## config.mk

```make
export PLATFORM = sky130hd
export DESIGN_NAME = hdlc_datalink_receiver
export DESIGN_NICKNAME = d
export VERILOG_FILES = /design/src/logic/hdlc_rx_pkg.sv /design/src/logic/hdlc_datalink_receiver.sv
export SDC_FILE = /design/constraint.sdc
export NUM_CORES = 1
export LEC_CHECK = 0
export ABC_AREA = 0
export CORE_ASPECT_RATIO = 1.5
export CORE_MARGIN = 5
export CORE_UTILIZATION = 35
export CTS_CLUSTER_DIAMETER = 60
export CTS_CLUSTER_SIZE = 14
export DETAILED_ROUTE_END_ITERATION = 8
export DONT_BUFFER_PORTS = 1
export MAX_ROUTING_LAYER = met4
export SLEW_MARGIN = 20
export SYNTH_ARGS = -nofsm -noshare
export SYNTH_HDL_FRONTEND = slang
export SYNTH_SLANG_ARGS = --single-unit
export TNS_END_PERCENT = 50
```

## constraint.sdc

```tcl
create_clock -name i_ref_clk -period 3.4 [get_ports i_ref_clk]
set_input_delay 0.51 -clock i_ref_clk [delete_from_list [all_inputs] [get_ports i_ref_clk]]
set_output_delay 0.51 -clock i_ref_clk [all_outputs]
set_load 0.02 [all_outputs]
```

## src/logic/hdlc_rx_pkg.sv

```systemverilog
// Operation
// RL1 - Clearing enable stops reception, flushes the FIFO, clears interrupts, keeps selects.
// RL2 - Setting enable starts the hunt for an opening flag at once.
// RL3 - Terminate abandons the frame, flushes, clears interrupts and restarts the hunt.
// RL4 - Terminate clears itself one clock after its write completes; reads return zero (the code reads back term_q during that clock).
// RL5 - After terminate or re-enable the first flag found raises an interrupt.
// RL6 - Two-bit select: off, any byte, two bytes held, three bytes held.
// RL7 - Interrupt bit mirrors the output; when off, output is low, bit shows latch.
// RL8 - Also interrupt on end of message, overrun, abort, and first flag after ones.
// RL9 - A data read emptying the FIFO clears non-overrun interrupts; pointer moves after read.
// RL10 - Overrun interrupt clears only by status read, disable or terminate.
// RL11 - Software changes interrupt selects only while the receiver is disabled.
// RL12 - Valid count is valid bits minus one, filled from the top bit downward.
// RL13 - CRC error marks a failed frame check; meaningful only with end and flag.
// RL14 - End of message shows with last, abort or dummy byte, and on overrun.
// RL15 - Flag-seen sets on a flag, clears on abort or disable; eight ones abort (the code aborts on the seventh one).
// RL16 - Overrun holds receiver and FIFO in reset until a status read.
// RL17 - Four FIFO entries; empty rises on last read, falls on a new load.
// RL18 - A data read of an empty FIFO keeps the pointer; next status reads zero.
// RL19 - In a full byte bit 0 holds the first serial bit, bit 7 the last.
// RL20 - Software reads data within 31 or 15 link bit periods of the interrupt.
// RL21 - An abort writes the partially shifted bits into the FIFO and interrupts.
// RL22 - One bit per link strobe; zeros after five ones are removed.
package hdlc_rx_pkg;

  // ==========================================================================
  // Register map
  localparam logic [7:0] IDX_CONFIG = 8'h38;
  localparam logic [7:0] IDX_IRQ_CTL = 8'h39;
  localparam logic [7:0] IDX_STATUS = 8'h3A;
  localparam logic [7:0] IDX_DATA = 8'h3B;
  localparam logic [7:0] ADDR_CONFIG = 8'(IDX_CONFIG * 8'h04);
  localparam logic [7:0] ADDR_IRQ_CTL = 8'(IDX_IRQ_CTL * 8'h04);
  localparam logic [7:0] ADDR_STATUS = 8'(IDX_STATUS * 8'h04);
  localparam logic [7:0] ADDR_DATA = 8'(IDX_DATA * 8'h04);

  localparam int CFG_EN_BIT = 0;
  localparam int CFG_TERM_BIT = 1;
  localparam int IRQ_SEL_LSB = 1;
  localparam int IRQ_SEL_MSB = 2;
  localparam logic [1:0] IRQ_SEL_OFF = 2'h0;
  localparam logic [1:0] IRQ_SEL_TWO = 2'h2;
  localparam logic [1:0] IRQ_SEL_THREE = 2'h3;

  // ==========================================================================
  // Line coding
  localparam logic [2:0] STUFF_ONES = 3'h5;
  localparam logic [2:0] FLAG_ONES = 3'h6;
  localparam logic [2:0] MAX_ONES = 3'h7;
  localparam logic [2:0] DELAY_LEN = 3'h7;
  localparam logic [3:0] BYTE_BITS = 4'h8;
  localparam logic [2:0] NVB_FULL = 3'h7;
  localparam logic [15:0] CRC_INIT = 16'hFFFF;
  localparam logic [15:0] CRC_POLY = 16'h8408;
  localparam logic [15:0] CRC_GOOD = 16'hF0B8;
  localparam int FIFO_DEPTH_DEF = 4;

  // ==========================================================================
  // Types
  typedef enum logic [1:0] {RX_OFF, RX_ONES, RX_SYNC} rx_state_t;

  typedef struct packed {
    logic [7:0] data;
    logic [2:0] valid_bit_count;
    logic end_of_message;
    logic flag_seen;
    logic crc_err;
  } fifo_entry_t;

  typedef struct packed {
    logic valid;
    logic write;
    logic [7:0] addr;
  } ahb_req_t;

endpackage

```

## src/logic/hdlc_datalink_receiver.sv

```systemverilog
// Added by the designer: the AHB-Lite interface to the registers.
`timescale 1ns/1ps
module hdlc_datalink_receiver
  import hdlc_rx_pkg::*;
#(
  parameter int FIFO_DEPTH = FIFO_DEPTH_DEF
) (
  input wire logic i_ref_clk,
  input wire logic i_rst_n,
  input wire logic i_hsel,
  input wire logic [31:0] i_haddr,
  input wire logic [1:0] i_htrans,
  input wire logic i_hwrite,
  input wire logic [2:0] i_hsize,
  input wire logic [31:0] i_hwdata,
  input wire logic i_hready,
  input wire logic i_link_data,
  input wire logic i_link_bit_en,
  output logic [31:0] o_hrdata,
  output logic o_hreadyout,
  output logic o_hresp,
  output logic o_rx_link_irq_out,
  output logic o_end_of_message_out
);

  localparam int PW = $clog2(FIFO_DEPTH);
  localparam int CW = $clog2(FIFO_DEPTH + 1);
  localparam logic [CW-1:0] CNT_FULL = CW'(FIFO_DEPTH);

  // ==========================================================================
  // Helpers
  function automatic logic [CW-1:0] fill_threshold(input logic [1:0] sel);
    case (sel)
      IRQ_SEL_TWO: fill_threshold = CW'(2);
      IRQ_SEL_THREE: fill_threshold = CW'(3);
      default: fill_threshold = CW'(1);
    endcase
  endfunction

  function automatic logic [PW-1:0] ptr_inc(input logic [PW-1:0] p);
    ptr_inc = (p == PW'(FIFO_DEPTH - 1)) ? '0 : PW'(p + 1'b1);
  endfunction

  function automatic logic [15:0] crc_step(input logic [15:0] c, input logic b);
    crc_step = (c[0] ^ b) ? ((c >> 1) ^ CRC_POLY) : (c >> 1);
  endfunction

  // ==========================================================================
  // State
  ahb_req_t req_q, req_d;
  logic [7:0] hrdata_q, hrdata_d;
  logic en_q, en_d, term_q, term_d;
  logic [1:0] sel_q, sel_d;
  rx_state_t state_q, state_d;
  logic [2:0] ones_q, ones_d, dcnt_q, dcnt_d;
  logic [6:0] dl_q, dl_d;
  logic [7:0] acc_q, acc_d, hold_q, hold_d;
  logic [3:0] acnt_q, acnt_d;
  logic hold_v_q, hold_v_d, tail_v_q, tail_v_d;
  fifo_entry_t tail_q, tail_d, last_q, last_d;
  logic [15:0] crc_q, crc_d;
  fifo_entry_t fifo_q [FIFO_DEPTH];
  fifo_entry_t fifo_d [FIFO_DEPTH];
  logic [PW-1:0] wp_q, wp_d, rp_q, rp_d;
  logic [CW-1:0] cnt_q, cnt_d;
  logic ovr_q, ovr_d, irq_q, irq_d, udr_q, udr_d;

  logic irq_int;
  logic empty;
  fifo_entry_t head;

  // Overrun always sets the internal interrupt, whatever the fill level and select.
  assign irq_int = irq_q | ovr_q;
  assign empty = (cnt_q == '0);
  assign head = fifo_q[rp_q];

  // Every access completes with no wait state; reads are decoded in the address
  // phase so that the data register pops exactly once per transfer.
  assign o_hrdata = {24'h000000, hrdata_q};
  assign o_hreadyout = 1'b1;
  assign o_hresp = 1'b0;
  assign o_rx_link_irq_out = (sel_q != IRQ_SEL_OFF) & irq_int; // RL7
  assign o_end_of_message_out = last_q.end_of_message | ovr_q; // RL14

  // ==========================================================================
  // Next state
  always_comb begin
    logic acc_ok;
    logic rd;
    logic wr;
    logic push;
    logic pop;
    logic b;
    fifo_entry_t pent;
    fifo_entry_t part;
    logic [7:0] acc_n;
    logic [CW-1:0] cnt_t;
    acc_ok = 1'b0;
    rd = 1'b0;
    wr = 1'b0;
    push = 1'b0;
    pop = 1'b0;
    b = 1'b0;
    pent = '0;
    part = '0;
    acc_n = '0;
    cnt_t = '0;
    req_d = req_q;
    hrdata_d = '0;
    en_d = en_q;
    term_d = 1'b0; // RL4
    sel_d = sel_q;
    state_d = state_q;
    ones_d = ones_q;
    dcnt_d = dcnt_q;
    dl_d = dl_q;
    acc_d = acc_q;
    acnt_d = acnt_q;
    hold_d = hold_q;
    hold_v_d = hold_v_q;
    tail_v_d = tail_v_q;
    tail_d = tail_q;
    last_d = last_q;
    crc_d = crc_q;
    fifo_d = fifo_q;
    wp_d = wp_q;
    rp_d = rp_q;
    cnt_d = cnt_q;
    ovr_d = ovr_q;
    irq_d = irq_q;
    udr_d = udr_q;

    // Address phase is decoded here; reads answer in the data phase.
    acc_ok = i_hsel & i_hready & i_htrans[1];
    rd = acc_ok & ~i_hwrite;
    wr = req_q.valid & req_q.write;
    req_d = '{valid: acc_ok, write: i_hwrite, addr: i_haddr[7:0]};

    if (wr && req_q.addr == ADDR_CONFIG) begin
      en_d = i_hwdata[CFG_EN_BIT];
      term_d = i_hwdata[CFG_TERM_BIT];
    end
    if (wr && req_q.addr == ADDR_IRQ_CTL) begin
      sel_d = i_hwdata[IRQ_SEL_MSB:IRQ_SEL_LSB]; // RL6
    end

    if (rd) begin
      case (i_haddr[7:0])
        ADDR_CONFIG: hrdata_d = {6'h00, term_q, en_q};
        ADDR_IRQ_CTL: begin
          hrdata_d = {5'h00, sel_q, (sel_q == IRQ_SEL_OFF) ? irq_int : o_rx_link_irq_out}; // RL7
        end
        ADDR_STATUS: begin
          if (!udr_q) begin
            hrdata_d = {empty, ovr_q, last_q.flag_seen, last_q.end_of_message | ovr_q, last_q.crc_err,
                        last_q.valid_bit_count}; // RL12 RL13 RL14 RL17
          end
          ovr_d = 1'b0; // RL10
          udr_d = 1'b0; // RL18
        end
        ADDR_DATA: begin
          if (empty) begin
            // Underrun is remembered only until the next status read.
            udr_d = 1'b1; // RL18
          end else begin
            hrdata_d = head.data; // RL19
            pop = 1'b1;
          end
        end
        default: hrdata_d = '0;
      endcase
    end

    if (pop) begin
      last_d = head; // RL14
      rp_d = ptr_inc(rp_q); // RL9
    end
    // A pop and a push in one cycle leave the count where it was.
    cnt_t = pop ? CW'(cnt_q - 1'b1) : cnt_q;
    if (pop && cnt_t == '0) begin
      irq_d = 1'b0; // RL9
    end

    // Partial tail of a frame that ended while an older byte was still held.
    if (tail_v_q) begin
      push = 1'b1;
      pent = tail_q;
      tail_v_d = 1'b0;
    end else if (state_q == RX_OFF) begin
      if (en_q) begin
        state_d = RX_ONES; // RL2
      end
    end else if (i_link_bit_en) begin
      b = i_link_data; // RL22
      ones_d = b ? ((ones_q == MAX_ONES) ? MAX_ONES : 3'(ones_q + 1'b1)) : '0;
      part = '{data: acc_q, valid_bit_count: (acnt_q == '0) ? 3'h0 : 3'(acnt_q - 1'b1),
               end_of_message: 1'b1, flag_seen: 1'b1, crc_err: (crc_q != CRC_GOOD)};
      if (b && ones_q == FLAG_ONES) begin
        // Seventh one: abort. While already in all-ones this is silent.
        if (state_q == RX_SYNC) begin
          part.flag_seen = 1'b0; // RL15
          part.crc_err = 1'b0;
          push = 1'b1; // RL21
          if (hold_v_q) begin
            pent = '{data: hold_q, valid_bit_count: NVB_FULL, end_of_message: 1'b0, flag_seen: 1'b1, crc_err: 1'b0};
            tail_d = part;
            tail_v_d = 1'b1;
          end else begin
            pent = part;
          end
        end
        state_d = RX_ONES;
        dcnt_d = '0;
        acnt_d = '0;
        hold_v_d = 1'b0;
        crc_d = CRC_INIT;
      end else if (!b && ones_q == FLAG_ONES) begin
        if (state_q == RX_ONES) begin
          push = 1'b1; // RL5 RL8
          pent = '{data: 8'h00, valid_bit_count: 3'h0, end_of_message: 1'b1, flag_seen: 1'b1, crc_err: 1'b0};
        end else if (hold_v_q || acnt_q != '0) begin
          push = 1'b1;
          if (acnt_q == '0) begin
            pent = '{data: hold_q, valid_bit_count: NVB_FULL, end_of_message: 1'b1, flag_seen: 1'b1,
                     crc_err: (crc_q != CRC_GOOD)}; // RL13
          end else if (hold_v_q) begin
            pent = '{data: hold_q, valid_bit_count: NVB_FULL, end_of_message: 1'b0, flag_seen: 1'b1, crc_err: 1'b0};
            tail_d = part;
            tail_v_d = 1'b1;
          end else begin
            pent = part;
          end
        end
        state_d = RX_SYNC; // RL15
        dcnt_d = '0;
        acnt_d = '0;
        hold_v_d = 1'b0;
        crc_d = CRC_INIT;
      end else if (!b && ones_q == STUFF_ONES) begin
        dcnt_d = dcnt_q; // RL22
      end else if (state_q == RX_SYNC) begin
        // Seven bits lag behind the line so a closing flag never reaches the byte.
        dl_d = {b, dl_q[6:1]};
        if (dcnt_q == DELAY_LEN) begin
          acc_n = {dl_q[0], acc_q[7:1]}; // RL12 RL19
          acc_d = acc_n;
          crc_d = crc_step(crc_q, dl_q[0]);
          if (4'(acnt_q + 1'b1) == BYTE_BITS) begin
            acnt_d = '0;
            if (hold_v_q) begin
              push = 1'b1;
              pent = '{data: hold_q, valid_bit_count: NVB_FULL, end_of_message: 1'b0, flag_seen: 1'b1, crc_err: 1'b0};
            end
            hold_d = acc_n;
            hold_v_d = 1'b1;
          end else begin
            acnt_d = 4'(acnt_q + 1'b1);
          end
        end else begin
          dcnt_d = 3'(dcnt_q + 1'b1);
        end
      end
    end

    // Set wins: a push in the cycle of an emptying read keeps the interrupt if it ends a message or meets the fill threshold.
    if (push) begin
      if (cnt_t == CNT_FULL) begin
        ovr_d = 1'b1; // RL16
      end else begin
        fifo_d[wp_q] = pent;
        wp_d = ptr_inc(wp_q);
        cnt_t = CW'(cnt_t + 1'b1); // RL17
        if (pent.end_of_message || cnt_t >= fill_threshold(sel_q)) begin
          irq_d = 1'b1; // RL6 RL8
        end
      end
    end
    cnt_d = cnt_t;

    // Overrun keeps the receiver and FIFO in reset until the status read.
    if (ovr_q || ovr_d) begin
      state_d = en_q ? RX_ONES : RX_OFF; // RL16
      wp_d = '0;
      rp_d = '0;
      cnt_d = '0;
      last_d = '0;
      tail_v_d = 1'b0;
      hold_v_d = 1'b0;
      acnt_d = '0;
      dcnt_d = '0;
      ones_d = '0;
      crc_d = CRC_INIT;
      // The fill latch is cleared too, so that a flushed FIFO cannot leave a
      // level interrupt that no data read could ever clear.
      irq_d = 1'b0; // RL16
    end

    // Disable or terminate restart everything but the select field and the underrun flag.
    if (!en_q || term_q) begin
      // Terminate lasts one cycle, after which the hunt restarts in all-ones.
      state_d = en_q ? RX_ONES : RX_OFF; // RL1 RL3
      wp_d = '0;
      rp_d = '0;
      cnt_d = '0;
      last_d = '0; // RL15
      tail_v_d = 1'b0;
      hold_v_d = 1'b0;
      acnt_d = '0;
      dcnt_d = '0;
      ones_d = '0;
      crc_d = CRC_INIT;
      irq_d = 1'b0; // RL1 RL3
      ovr_d = 1'b0; // RL10
    end
  end

  // ==========================================================================
  // Registers
  always_ff @(posedge i_ref_clk or negedge i_rst_n) begin
    if (!i_rst_n) begin
      req_q <= '0;
      hrdata_q <= '0;
      en_q <= 1'b0;
      term_q <= 1'b0;
      sel_q <= IRQ_SEL_OFF;
      state_q <= RX_OFF;
      ones_q <= '0;
      dcnt_q <= '0;
      dl_q <= '0;
      acc_q <= '0;
      acnt_q <= '0;
      hold_q <= '0;
      hold_v_q <= 1'b0;
      tail_v_q <= 1'b0;
      tail_q <= '0;
      last_q <= '0;
      crc_q <= CRC_INIT;
      for (int i = 0; i < FIFO_DEPTH; i++) begin
        fifo_q[i] <= '0;
      end
      wp_q <= '0;
      rp_q <= '0;
      cnt_q <= '0;
      ovr_q <= 1'b0;
      irq_q <= 1'b0;
      udr_q <= 1'b0;
    end else begin
      req_q <= req_d;
      hrdata_q <= hrdata_d;
      en_q <= en_d;
      term_q <= term_d;
      sel_q <= sel_d;
      state_q <= state_d;
      ones_q <= ones_d;
      dcnt_q <= dcnt_d;
      dl_q <= dl_d;
      acc_q <= acc_d;
      acnt_q <= acnt_d;
      hold_q <= hold_d;
      hold_v_q <= hold_v_d;
      tail_v_q <= tail_v_d;
      tail_q <= tail_d;
      last_q <= last_d;
      crc_q <= crc_d;
      fifo_q <= fifo_d;
      wp_q <= wp_d;
      rp_q <= rp_d;
      cnt_q <= cnt_d;
      ovr_q <= ovr_d;
      irq_q <= irq_d;
      udr_q <= udr_d;
    end
  end

endmodule // hdlc_datalink_receiver

```

==> results of run 1 <==
[flip-flops by register name, summed over array words and instances, names as in the netlist, 3 cells and up]
register and cells:
acc_q 8, req_q 10, ones_q 3, crc_q 16, last_q 6, tail_q 14
hrdata_q 8, hold_q 8, cnt_q 3, dl_q 7, dcnt_q 3, fifo_q 56
acnt_q 4
[cell type report]
| class | count | area, um2 |
|---|---|---|
| Clock inverter | 15 | 171 |
| Timing Repair Buffer | 26 | 245 |
| Multi-Input combinational cell | 462 | 3790 |
| Sequential cell | 161 | 4050 |
| Fill cell | 2171 | 13900 |
| Clock buffer | 17 | 425 |
| Tap cell | 315 | 394 |
| Inverter | 22 | 82.6 |
[through the flow]
| stage | util | setup slack, ns |
|---|---|---|
| finish | 0.397 | 0.179 |
| global placement | 0.370 | 0.224 |
| CTS | 0.396 | 0.139 |
| floorplan | - | 0.218 |
| detailed placement | 0.370 | 0.162 |
| global route | 0.397 | 0.00991 |
[cell families (layout without fill, tap and decap cells)]
logic type	count (synthesis)	in the layout
flops	161	161
other cells	2	26
xor+xnor	6	6
fa+ha+maj	22	22
buf+inv	77	80
simple gates	167	167
compound gates	129	129
mux	112	112
[repair_timing]
item	4_1_cts	5_1_grt
gates resized for setup	0	2
endpoints found under the setup margin	0	25
endpoints found under the hold margin	161	161
[per-layer routing]
metal  part of all wire  wire length (um)  global-route usage  vias up
met5                  0                 0                   -        -
met4              0.026               461              0.0626        0
met3              0.036               653              0.0285       24
met2               0.54              9740               0.252      105
met1               0.39              7080               0.155     2599
li1                   -                 -                   -     2422
[power breakdown]
part | switching, mW | internal [mW] | total (mW)
clock | 0.843 | 1.10 | 1.95
combinational | 0.0389 | 0.0101 | 0.0490
sequential | 0.00428 | 1.92 | 1.93
total | 0.887 | 3.04 | 3.92
[critical path, delay by kind of cell (launching register included)]
family,cells,cell delay [ns]
AND/OR/NAND/NOR,4,1.10
adder cells (fa/ha/maj),2,0.38
multiplexers,1,0.32
flip-flops,1,0.38
AO/OA/AOI/OAI,2,0.56
buffers and inverters,3,0.35
[placed cells by master (no fill, tap or decap), drive strengths merged, types with 3 or more instances in the layout]
| master | n |
|---|---|
| a211oi | 6 |
| a21boi | 4 |
| a21oi | 36 |
| a222oi | 3 |
| a22oi | 5 |
| a31oi | 3 |
| and2 | 4 |
| and3 | 6 |
| buf | 26 |
| clkbuf | 17 |
| clkinv | 5 |
| conb | 26 |
| dfrtp | 145 |
| dfstp | 16 |
| ha | 22 |
| inv | 29 |
| mux2 | 90 |
| mux2i | 8 |
| mux4 | 14 |
| nand2 | 66 |
| nand2b | 9 |
| nand3 | 12 |
| nand3b | 4 |
| nor2 | 28 |
| nor2b | 7 |
| nor3 | 9 |
| nor4 | 4 |
| o21ai | 28 |
| o22a | 16 |
| xor2 | 3 |
[worst max-delay path by stage]
| stage | cells after the start | slack, ns | to | startpoint |
|---|---|---|---|---|
| 6_report | 12 | 0.18 | fifo_q[3] | acnt_q[0] |
| 5_1_grt | 12 | 0.01 | fifo_q[3] | acnt_q[0] |
| 4_1_cts | 12 | 0.14 | fifo_q[3] | acnt_q[0] |
| 3_5_place_dp | 12 | 0.16 | fifo_q[28] | acnt_q[0] |
| 3_3_place_gp | 12 | 0.22 | fifo_q[43] | acnt_q[0] |
| 2_1_floorplan | 14 | 0.22 | fifo_q[0] | acnt_q[0] |
==> summary.txt, run 1 <==
Timing
  • Setup TNS: 0 ns
  • Final setup viols: 0
  • Post-layout min period: approximately 3.2 ns
  • Peak Freq: 310 MHz
  • Minimum hold slack: -0.225 ns
  • Crit share post-route: 0.947
  • Worst rel slew slack: 0.390
  • Final Hold Vio Count: approximately 150
  • RSZ-0062 raised after global routing: true
  • Layout Skew: about 0.0088 ns
  • Worst-Margin Slew: 0.915 ns
  • Final max-slew violation count: 0

Pwr
  • Leak: about 4 nW
  • Total power: roughly 4 mW
  • VDD IR max: between 200 and 250 uV
  • Power Density: ~430 nW/um2

Place
  • PortBufs: 0
  • GPL Wtd Cong: approximately 0.82
  • Area of placed instances: roughly 8500 um2
  • Detailed Place HPWL: 12.7 mm
  • Placed cells: 986

Clock network
  • Total CTS buffers: 17
  • CTS tree: done
  • Setup Buffers After CTS: 0
  • Worst-Skew Late Latency: about 0.43 ns
  • Clock-pin slew on the worst setup and hold paths: 0.07 ns
  • CTS root buf: clkbuf_16
  • Clock sinks: 161
  • H-tree depth: 4
  • Maximum clock path buffer count: 2

Logic synthesis
  • Commonest cells post-synth: dfrtp_1, nand2_1, mux2_4
  • Synthesized area: a little over 8000 um2
  • Post-Synth Adder-Cell Area: 0.0336
  • Number of flops mapped to enable cells by yosys: 0
  • Post-Syn Instances: between 600 and 700
  • Top-area cell type share of the netlist area: 0.443
  • Compound-gate portion of the synthesized area: 0.114
  • Seq/Total Area, Yosys: 0.494
  • Distinct cells, synth: 80
  • Syn avg cell area: approximately 12 um2
  • Synthesized flop and latch total: about 160
  • Proportion of synthesized area in mux cells: 0.190
  • Top post-synthesis cells by area: dfrtp_1, mux2_4, dfstp_2
  • Top-count cell post-synth: dfrtp_1
  • Ys flop type: dfrtp_1
  • XOR/XNOR Fraction of Synth Area: 0.00810
  • Synth area leader: dfrtp_1
  • Ys async rst share: 1.00
  • Largest family of logic cells by synthesized area: multiplexers
  • Simple-Gate Fraction of Synth Area: 0.102
  • Warnings from Yosys: 0

Finish
  • Final cell count without fillers: around 1000
  • Diodes inserted: 0
  • Layout cells sized above 1: 0.252
  • Layout Nets: slightly below 800
  • Design Area, Final: 9150 um2
  • Syn-to-layout area delta: 11.8%

Floorplan
  • Row Count: 68
  • Die X-Extent: 135 um
  • Floorplan Core Area: roughly 23000 um2
  • Initial Util: 0.355
  • IO Pins: around 110
  • Die ar.: 26600 um2
  • Die Ht: between 150 and 200 um

Flow run
  • Max-cap violations: 0

Critical path
  • Worst r2r src: acnt_q[0]
  • Critical path type: reg2reg
  • Startpoint Class: register
  • Length in cells of the worst reg-to-reg path: 12
  • Crit path required time: 3.71 ns
  • CP max stage delay: ~0.42 ns
  • Worst reg2reg setup slack: 0.18 ns
  • Critical Path Fanout Max: 14
  • Most common cell on crit path: ha_1
  • Worst R2R End: fifo_q[3]
  • Cell-by-cell trace of the critical path: inv_1, ha_1, or3b_1, inv_2, ha_1, nor2b_1, nor3b_4, a211oi_1, a211o_4, and3_1, buf_12, mux2_1
  • Worst Path Arrival: between 3 and 4 ns
  • CP max stage cell: or3b_1
  • Critical path endpoint category: register

Global route
  • Vias in the first global route: ~5400
  • Total GRT Usage: 0.143
  • Largest net degree at the start of global routing: roughly 160
  • First-pass GRT wire length: 28.9 mm
  • Grt total ovfl: 0
  • Initial antenna violation count: 0

Routing
  • DRC viols: 0
  • Post-DR wirelength/cell: ~18 um
  • Total wire length: between 15 and 20 mm
  • Via Count: 5150
  • Detail Route Antenna Nets: 0
  • Pre-Repair DR Iteration Count: 4
  • Vias per inst: between 5 and 6
  • Iter 0 DRT Violations: about 320

Status
  • Status: finished with violations
  • Failing checks: hold timing

Min path
  • Hold crit path type: in2async
(Power assumes the default switching activity.)
==> inputs of run 2 (changes only) <==
--- a/config.mk
+++ b/config.mk
@@ -6,6 +6,8 @@
 export NUM_CORES = 1
 export LEC_CHECK = 0
 export ABC_AREA = 0
+export CELL_PAD_IN_SITES_DETAIL_PLACEMENT = 1
+export CELL_PAD_IN_SITES_GLOBAL_PLACEMENT = 1
 export CORE_ASPECT_RATIO = 1.5
 export CORE_MARGIN = 5
 export CORE_UTILIZATION = 35
@@ -14,6 +16,7 @@
 export DETAILED_ROUTE_END_ITERATION = 8
 export DONT_BUFFER_PORTS = 1
 export MAX_ROUTING_LAYER = met4
+export PLACE_DENSITY_LB_ADDON = 0.1
 export SLEW_MARGIN = 20
 export SYNTH_ARGS = -nofsm -noshare
 export SYNTH_HDL_FRONTEND = slang
==> run 2 against run 1 <==
  * The flow still finishes with violations (hold timing)
  * Critical path depth stayed put
  * Die area stayed put
  * Combinational power is 2% lower
  * Critical path type unchanged
==> summary.txt, run 2 (synthesis results as in run 1) <==
Global route
  • Grt total ovfl: 0
  • Vias in the first global route: 5860
  • Initial antenna violation count: 0
  • Total GRT Usage: 0.163
  • Largest net degree at the start of global routing: 162
  • First-pass GRT wire length: roughly 32 mm

Floorplan
  • IO Pins: ~110
  • Die ar.: 26600 um2
  • Floorplan Core Area: 23100 um2
  • Initial Util: 0.355
  • Die X-Extent: about 130 um
  • Row Count: 68
  • Die Ht: 197 um

Place
  • PortBufs: 0
  • Detailed Place HPWL: ~14 mm
  • Place WS: ~0.12 ns
  • GPL Wtd Cong: roughly 0.8

Routing
  • Post-DR wirelength/cell: between 15 and 20 um
  • Total wire length: 19.9 mm
  • DRC viols: 0
  • Via Count: about 5200
  • Iter 0 DRT Violations: 234
  • Detail Route Antenna Nets: 0
  • Pre-Repair DR Iteration Count: 4
  • Vias per inst: 5.10

Timing
  • Crit share post-route: 0.948
  • Final max-slew violation count: 0
  • Final Hold Vio Count: 160
  • Worst-Margin Slew: about 0.94 ns
  • Setup ws final: 0.177 ns
  • Minimum hold slack: -0.238 ns
  • Worst rel slew slack: 0.372
  • RSZ-0062 raised after global routing: true
  • Final setup viols: 0
  • Layout Skew: between 0.01 and 0.015 ns
  • Peak Freq: a little over 300 MHz
  • Post-layout min period: about 3.2 ns

Clock network
  • Maximum clock path buffer count: 2
  • CTS root buf: clkbuf_16
  • Worst-Skew Late Latency: about 0.44 ns
  • H-tree depth: 4
  • Clock sinks: about 160
  • Clock-pin slew on the worst setup and hold paths: 0.07 ns
  • Setup Buffers After CTS: 0
  • Total CTS buffers: 17
  • CTS tree: done

Finish
  • Top flop regs: fifo_q x56, crc_q x16, tail_q x14
  • Most common cell after layout, fill and taps aside: dfrtp_1
  • Fin util: 0.396
  • Largest Register: fifo_q
  • Max reg flops: between 50 and 60
  • Fill count: approximately 2500
  • Syn-to-layout area delta: 11.6%
  • Diodes inserted: 0
  • Layout Nets: 785
  • Layout cells sized above 1: 0.249
  • Most frequent cells in the layout: dfrtp_1, nand2_1, mux2_4

Pwr
  • Power Density: between 400 and 500 nW/um2
  • Cell-internal power: approximately 3 mW
  • Clock power frac: 0.500
  • Comb power frac: 0.012
  • Switching part of the total power: 0.232
  • Part of the power in registers: 0.488
  • Leak: between 4 and 5 nW
  • VDD IR max: ~360 uV
  • Switch Pwr: around 0.92 mW
  • Total power: about 3.9 mW

Critical path
  • Most common cell on crit path: ha_1
  • Crit-path leading delay family: simple AND/OR/NAND/NOR gates
  • CP bufs+invs: 3
  • Worst Path Arrival: between 3 and 4 ns
  • Startpoint Class: register
  • CP max stage cell: a211o_4
  • Critical path endpoint category: register
  • CP max stage delay: just over 0.4 ns
  • Critical Path Fanout Max: 14
  • Critical path type: reg2reg
  • Crit path required time: 3.72 ns
  • Cell-by-cell trace of the critical path: inv_1, ha_1, or3b_1, inv_2, ha_1, nor2b_2, nor3b_4, a211oi_1, a211o_4, and3_1, buf_12, mux2_1

Status
  • Failing checks: hold timing
  • Status: finished with violations

Flow run
  • Max-cap violations: 0

Min path
  • Hold crit path type: in2async
run 2: cell types whose count changed in the layout (fill, tap and decap cells not counted), sizes merged:
cell,change
buf,-3
inv,+1
clkinvlp,-1
clkbuf,+4
bufinv,-2
clkinv,-2
run 2: routing by layer:
layer  global-route usage  vias up  wire length [um]
met2                0.295       66             11000
met4               0.0585        0               282
met1                0.173     2675              8020
met5                    -        -                 0
li1                     -     2409                 -
met3               0.0367       22               606
run 2: repair_timing:
| action | CTS | global route |
|---|---|---|
| setup endpoints to repair | 0 | 73 |
| resized for setup | 0 | 2 |
| endpoints found under the hold margin | 161 | 161 |
run 2: path summary, 6_finish.rpt:
path | startpoint | cells past startpoint | slack [ns] | end
max reg2reg | acnt_q[0] | 12 | 0.18 | fifo_q[6]
max in group asynchronous | i_rst_n | 0 | 3.38 | crc_q[11]
min in group i_ref_clk | i_hwrite | 0 | 0.10 | req_q[8]
max | acnt_q[0] | 12 | 0.18 | fifo_q[6]
min reg2reg | tail_q[2] | 1 | 0.47 | tail_q[2]
min | i_rst_n | 0 | -0.24 | req_q[1]
run 2: per-stage QoR:
| step | setup TNS [ns] | instances | hold slack (ns) | area (um2) |
|---|---|---|---|---|
| CTS | 0 | 1015 | -0.258 | 9130 |
| floorplan | 0 | 700 | 0.214 | 8280 |
| global route | -0.110 | 1015 | -0.266 | 9140 |
| finish | 0 | 1015 | -0.238 | 9140 |
| detailed placement | 0 | 983 | 0.219 | 8520 |
| global placement | 0 | 983 | 0.218 | 8520 |
run 2: power groups by stage:
stage | Clock [mW] | Sequential, mW | Combinational, mW
detailed placement | 0 | 1.96 | 0.0461
global route | 2.12 | 1.93 | 0.0519
floorplan | 0 | 1.96 | 0.0653
finish | 1.97 | 1.93 | 0.0478
global placement | 0 | 1.96 | 0.0458
CTS | 2.03 | 1.93 | 0.0462
run 2: cell type report:
class	instances	area, um2	area share
inverters	22	82.6	0.00904
clock inverters	11	105	0.0115
clock buffers	21	504	0.0552
multi-input cells	462	3780	0.414
flip-flops and latches	161	4050	0.443
well taps	315	394	0.0431
repair buffers	23	223	0.0244
run 2: worst reg2reg max path: cells and delay by family (launching register included):
kind,cells,cell delay (ns)
AOI/OAI and AO/OA,2,0.54
adders and majority gates,2,0.41
buffers and inverters,3,0.40
DFF,1,0.38
muxes,1,0.33
and+or+nand+nor,4,1.06
